$ cat src/almmon_map.vh
// constants for the alarm monitor: bit positions, widths and reset values
`ifndef ALMMON_MAP_VH
`define ALMMON_MAP_VH
`define ALMMON_NUM_ALM 6
`define ALMMON_NUM_LANES 8
`define ALMMON_BIT_CPLL 0
`define ALMMON_BIT_SPLL 1
`define ALMMON_BIT_LINK 2
`define ALMMON_BIT_SYSREF 3
`define ALMMON_BIT_CLKUP 4
`define ALMMON_BIT_FIFO 5
`define ALMMON_STATUS_RST 6'h00
`define ALMMON_MASK_RST 6'h3f
`define ALMMON_LANE_RST 8'h00
`define ALMMON_PINSEL_ALARM 2'h1
`define ALMMON_PINSEL_RST 2'h0
`endif

$ cat src/almmon_sync.v
// two-flop synchroniser bank for inputs from outside the clock domain
`timescale 1ns/1ps
`default_nettype none
module almmon_sync #(
  parameter W = 1
) (
  input wire clk,
  input wire reset_n,
  input wire [W-1:0] d,
  output wire [W-1:0] q
);
  reg [W-1:0] stage1;
  reg [W-1:0] stage2;
  always @(posedge clk or negedge reset_n)
  begin
    if (!reset_n)
    begin
      stage1 <= {W{1'b0}};
      stage2 <= {W{1'b0}};
    end
    else
    begin
      stage1 <= d;
      stage2 <= stage1;
    end
  end
  assign q = stage2;
endmodule
`default_nettype wire

$ cat src/almmon_top.v
// alarm monitor: sticky alarm status, mask, summary and status pin
`timescale 1ns/1ps
`default_nettype none
`include "almmon_map.vh"
module almmon_top (
  input wire CLK_SYS,
  input wire RESET_N,
  input wire CPLL_LOCKED,
  input wire SPLL_LOCKED,
  input wire LINK_IN_DATA_STATE,
  input wire SYSREF_REALIGN,
  input wire CHAN_A_CLK_PHASE,
  input wire CHAN_B_CLK_PHASE,
  input wire [`ALMMON_NUM_LANES-1:0] LANE_FIFO_UPSET,
  input wire LINK_ENABLE,
  input wire CHAN_A_POWERDOWN,
  input wire CHAN_B_POWERDOWN,
  input wire [`ALMMON_NUM_ALM-1:0] ALARM_CLEAR,
  input wire [`ALMMON_NUM_LANES-1:0] LANE_FIFO_CLEAR,
  input wire [`ALMMON_NUM_ALM-1:0] ALARM_TYPE_MASK,
  input wire [1:0] STATUS_PIN_SELECT,
  input wire OTHER_STATUS,
  output reg [`ALMMON_NUM_ALM-1:0] ALARM_STATUS_BITS,
  output reg [`ALMMON_NUM_LANES-1:0] LANE_FIFO_ERROR_FLAGS,
  output reg ALARM_SUMMARY,
  output reg CALIBRATION_STATUS_PIN,
  output reg LINK_RESET_N,
  output reg SERIALIZER_POWER_ON,
  output reg LINK_CLOCK_ENABLE,
  output reg FIFO_RESET
);
  localparam NS = 6 + `ALMMON_NUM_LANES;

  wire [NS-1:0] raw_in;
  wire [NS-1:0] sync_in;
  wire cpll_locked;
  wire spll_locked;
  wire link_data;
  wire sysref_hit;
  wire phase_a;
  wire phase_b;
  wire [`ALMMON_NUM_LANES-1:0] lane_upset;
  reg [`ALMMON_NUM_ALM-1:0] event_now;
  reg [`ALMMON_NUM_ALM-1:0] next_status;
  reg [`ALMMON_NUM_LANES-1:0] next_lane;
  reg [`ALMMON_NUM_ALM-1:0] unmasked;
  wire link_en_s;
  wire [2:0] misc_sync;
  wire chan_pair_up;

  assign raw_in = {LANE_FIFO_UPSET, CHAN_B_CLK_PHASE, CHAN_A_CLK_PHASE,
                   SYSREF_REALIGN, LINK_IN_DATA_STATE, SPLL_LOCKED,
                   CPLL_LOCKED};

  // every alarm source crosses from analog or link logic: synchronise first
  almmon_sync #(
    .W(NS)
  ) u_sync_src (
    .clk(CLK_SYS),
    .reset_n(RESET_N),
    .d(raw_in),
    .q(sync_in)
  );

  almmon_sync #(
    .W(3)
  ) u_sync_misc (
    .clk(CLK_SYS),
    .reset_n(RESET_N),
    .d({LINK_ENABLE, CHAN_B_POWERDOWN, CHAN_A_POWERDOWN}),
    .q(misc_sync)
  );
  assign link_en_s = misc_sync[2];
  // a powered-down channel has no clocks to compare, so no upset is judged
  assign chan_pair_up = ~misc_sync[0] & ~misc_sync[1];

  assign cpll_locked = sync_in[0];
  assign spll_locked = sync_in[1];
  assign link_data = sync_in[2];
  assign sysref_hit = sync_in[3];
  assign phase_a = sync_in[4];
  assign phase_b = sync_in[5];
  assign lane_upset = sync_in[NS-1:6];

  function any_set;
    input [`ALMMON_NUM_LANES-1:0] v;
    begin
      any_set = |v;
    end
  endfunction

  function keep_flag;
    input flag;
    input clear;
    begin
      keep_flag = flag & ~clear;
    end
  endfunction

  always @*
  begin
    event_now = {`ALMMON_NUM_ALM{1'b0}};
    event_now[`ALMMON_BIT_CPLL] = ~cpll_locked;
    event_now[`ALMMON_BIT_SPLL] = ~spll_locked;
    // link counts as out of data state also while held disabled
    event_now[`ALMMON_BIT_LINK] = ~link_data | ~link_en_s;
    event_now[`ALMMON_BIT_SYSREF] = sysref_hit;
    // one sample per CLK_SYS tick; any mismatch with link enabled and both channels up is an upset
    event_now[`ALMMON_BIT_CLKUP] = link_en_s & chan_pair_up &
                                   (phase_a ^ phase_b);
    event_now[`ALMMON_BIT_FIFO] = any_set(next_lane);
  end

  // per-lane flags; set wins over clear, link disable blocks new sets but keeps flags
  genvar g;
  generate
    for (g = 0; g < `ALMMON_NUM_LANES; g = g + 1)
    begin : g_lane
      always @*
      begin
        if (!link_en_s)
          next_lane[g] = keep_flag(LANE_FIFO_ERROR_FLAGS[g],
                                   LANE_FIFO_CLEAR[g]);
        else if (lane_upset[g])
          next_lane[g] = 1'b1;
        else
          next_lane[g] = keep_flag(LANE_FIFO_ERROR_FLAGS[g],
                                   LANE_FIFO_CLEAR[g]);
      end
    end
  endgenerate

  always @*
  begin
    // set wins over a write-1 clear in the same cycle
    next_status = (ALARM_STATUS_BITS & ~ALARM_CLEAR) | event_now;
    unmasked = next_status & ~ALARM_TYPE_MASK;
  end

  always @(posedge CLK_SYS or negedge RESET_N)
  begin
    if (!RESET_N)
    begin
      ALARM_STATUS_BITS <= `ALMMON_STATUS_RST;
      LANE_FIFO_ERROR_FLAGS <= `ALMMON_LANE_RST;
    end
    else
    begin
      ALARM_STATUS_BITS <= next_status;
      LANE_FIFO_ERROR_FLAGS <= next_lane;
    end
  end

  // summary, and the pin when STATUS_PIN_SELECT picks the alarm, are built from the value being stored, so they never lag
  always @(posedge CLK_SYS or negedge RESET_N)
  begin
    if (!RESET_N)
    begin
      ALARM_SUMMARY <= 1'b0;
      CALIBRATION_STATUS_PIN <= 1'b0;
    end
    else
    begin
      ALARM_SUMMARY <= |unmasked;
      if (STATUS_PIN_SELECT == `ALMMON_PINSEL_ALARM)
        CALIBRATION_STATUS_PIN <= |unmasked;
      else
        CALIBRATION_STATUS_PIN <= OTHER_STATUS;
    end
  end

  always @(posedge CLK_SYS or negedge RESET_N)
  begin
    if (!RESET_N)
    begin
      LINK_RESET_N <= 1'b0;
    end
    else
    begin
      LINK_RESET_N <= link_en_s;
    end
  end

  always @(posedge CLK_SYS or negedge RESET_N)
  begin
    if (!RESET_N)
    begin
      SERIALIZER_POWER_ON <= 1'b0;
      LINK_CLOCK_ENABLE <= 1'b0;
    end
    else
    begin
      SERIALIZER_POWER_ON <= link_en_s;
      LINK_CLOCK_ENABLE <= link_en_s;
    end
  end

  always @(posedge CLK_SYS or negedge RESET_N)
  begin
    if (!RESET_N)
    begin
      FIFO_RESET <= 1'b1;
    end
    else
    begin
      // fifo held in reset while disabled, released on re-enable
      FIFO_RESET <= ~link_en_s;
    end
  end
endmodule
`default_nettype wire

$ cat config.mk
export PLATFORM = sky130hd
export DESIGN_NAME = almmon_top
export DESIGN_NICKNAME = d
export VERILOG_FILES = /design/src/almmon_sync.v /design/src/almmon_top.v
export VERILOG_INCLUDE_DIRS = /design/src /design/src/src
export SDC_FILE = /design/constraint.sdc
export NUM_CORES = 1
export LEC_CHECK = 0
export BUFFER_PORTS_ARGS = -buffer_cell sky130_fd_sc_hd__buf_4
export CAP_MARGIN = 10
export CELL_PAD_IN_SITES_DETAIL_PLACEMENT = 1
export CELL_PAD_IN_SITES_GLOBAL_PLACEMENT = 1
export CORE_MARGIN = 2
export CORE_UTILIZATION = 40
export CTS_CLUSTER_SIZE = 30
export DETAILED_ROUTE_END_ITERATION = 8
export PLACE_DENSITY = 0.89
export SETUP_SLACK_MARGIN = 0.5
export SLEW_MARGIN = 20
export SYNTH_ARGS = -nofsm -noshare
export SYNTH_HDL_FRONTEND = slang
export SYNTH_SLANG_ARGS = --single-unit
$ cat constraint.sdc
create_clock -name CLK_SYS -period 2.6 [get_ports CLK_SYS]
set_clock_uncertainty 0.2 [all_clocks]
set_input_delay 0.26 -clock CLK_SYS [delete_from_list [all_inputs] [get_ports CLK_SYS]]
set_output_delay 0.26 -clock CLK_SYS [all_outputs]
set_load 0.02 [all_outputs]
==> metrics <==
status=completed; PortBufs=between 60 and 70; Layout Nets=roughly 240; Rel. slew slack=0.596; R2R depth=5; Final min period=between 1.5 and 2 ns; fmax=0.526 GHz; dpl hpwl=approximately 2700 um; CP Launch Point=u_sync_misc.q[2]$_DFF_PN0_; WHS=0.00521 ns; Cell variety after synth=28; Worst IR Drop VDD=423 uV; area delta synth->final=49.5%; Post-Synth Adder-Cell Area=0; met1 WL=1480 um; final antenna-violating net count=0; CTS Buffer Depth=2; Fin. Hold Viols=0; worst reg2reg path endpoint=CALIBRATION_STATUS_PIN$_DFF_PN0_; met2 wire length=approximately 2400 um; drt drc=0; post-synth top area share=0.767; final worst-path cycle share=0.731; Die ar.=~4700 um2; DR iter-0 viols=22; post-synthesis cell area=about 1700 um2; routed len/inst=16.7 um; Initial Util=0.416; Placement Cell Area=about 2200 um2; flop2flop setup slack=approximately 0.70 ns; final wirelength=roughly 4200 um; Startpoint Class=register; Top Layer Used=met4; PnR worst setup slack=about 0.70 ns; row cnt=23; xor/xnor share of the synthesized area=0.00527; Finished Cell Area=about 2500 um2; CTS tree=yes; sequential area share after synthesis=0.783; gr ovfl total=0; kind of critical path=reg2reg; pwr dens=between 600 and 700 nW/um2; I/O Pins=slightly above 60; die extent in x=between 60 and 70 um; Critical Path Sink=CALIBRATION_STATUS_PIN$_DFF_PN0_; vias in the first global route=approximately 1400; Clock transition at path regs=0.09 ns; via count=~1100; H-Tree Depth=2; RSZ-0062 raised after global routing=no; Pins Over Slew Limit=0; total track usage=0.198; critical path fanouts, max=11; layout cell share with drive strength beyond 1=0.370; first-pass GRT wire length=roughly 6400 um; CTS sink count=between 50 and 60; DIE HEIGHT=about 68 um; simple-gate area share of the yosys netlist=0.0715; worst hold-check path type=in2reg; syn avg cell area=14.8 um2; initial antenna violation count=0; largest net degree at the start of global routing=53; Setup TNS=0 ns; Yosys Warn Count=0; syn_nets=154; leading cell types in the layout, fill and taps excluded=buf_4, dfrtp_1, dlygate4sd3_1; leakage power=approximately 1.2 nW; Crit. End Element=register; Root Driver=clkbuf_8; Fill cells=slightly below 400; drt first pass iters=4; Core ar.=around 4000 um2; met3 routed WL=between 200 and 250 um; Max-cap violations=0; Crit path required time=approximately 2.6 ns; RePlAce Congestion=roughly 0.78; worst-skew pair later-pin latency=0.30 ns; Synth Area in Compound Gates=0.0775; Synth area leaders=dfrtp_1, inv_1, nand2_1, dfstp_2, nor4b_4; Mapped Cells=between 100 and 150; Worst EP arrival=between 1.5 and 2 ns; vias per inst=~4.6; multiplexer area fraction after synthesis=0; Num CTS Buffers=5; Final setup viols=0; largest area contributor in the netlist=dfrtp_1; commonest non-fill, non-tap cell in the layout=buf_4; antenna cells=0; largest family of logic cells by synthesized area=compound AO/OA/AOI/OAI gates; R2R Path Start=u_sync_misc.q[2]$_DFF_PN0_; DP Worst Slack=around 0.60 ns; Worst Tran Pin Value=0.606 ns; Yosys reg bits=52
## Yosys cell counts, drive strengths merged
cell type / n
nor4b: 1
buf: 3
nand4: 1
dfrtp: 51
o211ai: 1
nor2: 1
a41o: 1
a41oi: 1
a221o: 1
nand2: 8
o21a: 1
xnor2: 1
and2: 1
a21oi: 2
nand2b: 3
nor2b: 1
or2: 1
dfstp: 1
inv: 20
a22oi: 3
o2111ai: 1
o21ai: 4
o221ai: 1
or4: 1
nor4: 1
a21o: 1
## logic make-up after synthesis
group / count (synthesis)
XOR/XNOR: 1
buffers and inverters: 23
AO/OA/AOI/OAI: 17
flip-flops: 52
AND/OR/NAND/NOR: 19
## worst max-delay path: stages, from the launching register on
cell	delay, ns
dfrtp_2	0.51
inv_4	0.05
or4_4	0.53
or2_0	0.22
nor4b_4	0.15
a41oi_2	0.18
## cell type report
type / count / area (um2) / share of cell area
Sequential cell: 52 / 1300 / 0.524
Timing Repair Buffer: 83 / 678 / 0.273
Multi-Input combinational cell: 37 / 256 / 0.103
Inverter: 20 / 77.6 / 0.0312
Clock buffer: 6 / 72.6 / 0.0292
Tap cell: 50 / 62.6 / 0.0252
Clock inverter: 2 / 35.0 / 0.0141
## through the flow
stage / total power [W] / std cells / util
2_1_floorplan: 0.000956 / 112 / -
3_3_place_gp: 0.00106 / 220 / 0.539
3_5_place_dp: 0.00107 / 220 / 0.539
4_1_cts: 0.00162 / 250 / 0.621
5_1_grt: 0.00168 / 250 / 0.622
6_report: 0.00161 / 250 / 0.622
## sequential cells by signal, indices dropped and copies added (netlist names)
register,cells
u_sync_misc.stage1,3
u_sync_src.stage1,14
u_sync_misc.q,3
FIFO_RESET,1
CALIBRATION_STATUS_PIN,1
LANE_FIFO_ERROR_FLAGS,8
ALARM_SUMMARY,1
ALARM_STATUS_BITS,6
u_sync_src.q,14
LINK_CLOCK_ENABLE,1
## metal layers
metal	global-route usage	up-vias
li1	-	530
met5	0	-
met3	0.0625	6
met4	0.0625	0
met2	0.374	45
met1	0.204	564
## power by group
part | internal [W] | total [W] | switching, W
Combinational | 0.000107 | 0.000201 | 0.0000946
Sequential | 0.000855 | 0.000879 | 0.0000238
Clock | 0.000286 | 0.000535 | 0.000249
Total | 0.00125 | 0.00161 | 0.000367
## worst min path at each step
stage / slack (ns) / startpoint / end / cells after the start
after floorplan: -0.24 / RESET_N / ALARM_STATUS_BITS[0]$_DFF_PN0_ / 0
after CTS: 0.01 / ALARM_CLEAR[0] / ALARM_STATUS_BITS[0]$_DFF_PN0_ / 2
final: 0.005 / ALARM_CLEAR[2] / ALARM_STATUS_BITS[2]$_DFF_PN0_ / 2
after global routing: 0.006 / ALARM_CLEAR[0] / ALARM_STATUS_BITS[0]$_DFF_PN0_ / 2
after global placement: 0.10 / RESET_N / u_sync_src.stage1[4]$_DFF_PN0_ / 1
after detailed placement: 0.12 / RESET_N / u_sync_misc.stage1[0]$_DFF_PN0_ / 1
## repair_timing
action | 4_1_cts | 5_1_grt
hold buffers | 22 | 0
setup endpoints to repair | 0 | 2
gates resized for setup | 0 | 1
buffers inserted | 0 | 0
hold endpoints to repair | 72 | 0
No activity file was read; power rests on OpenSTA's default activity.
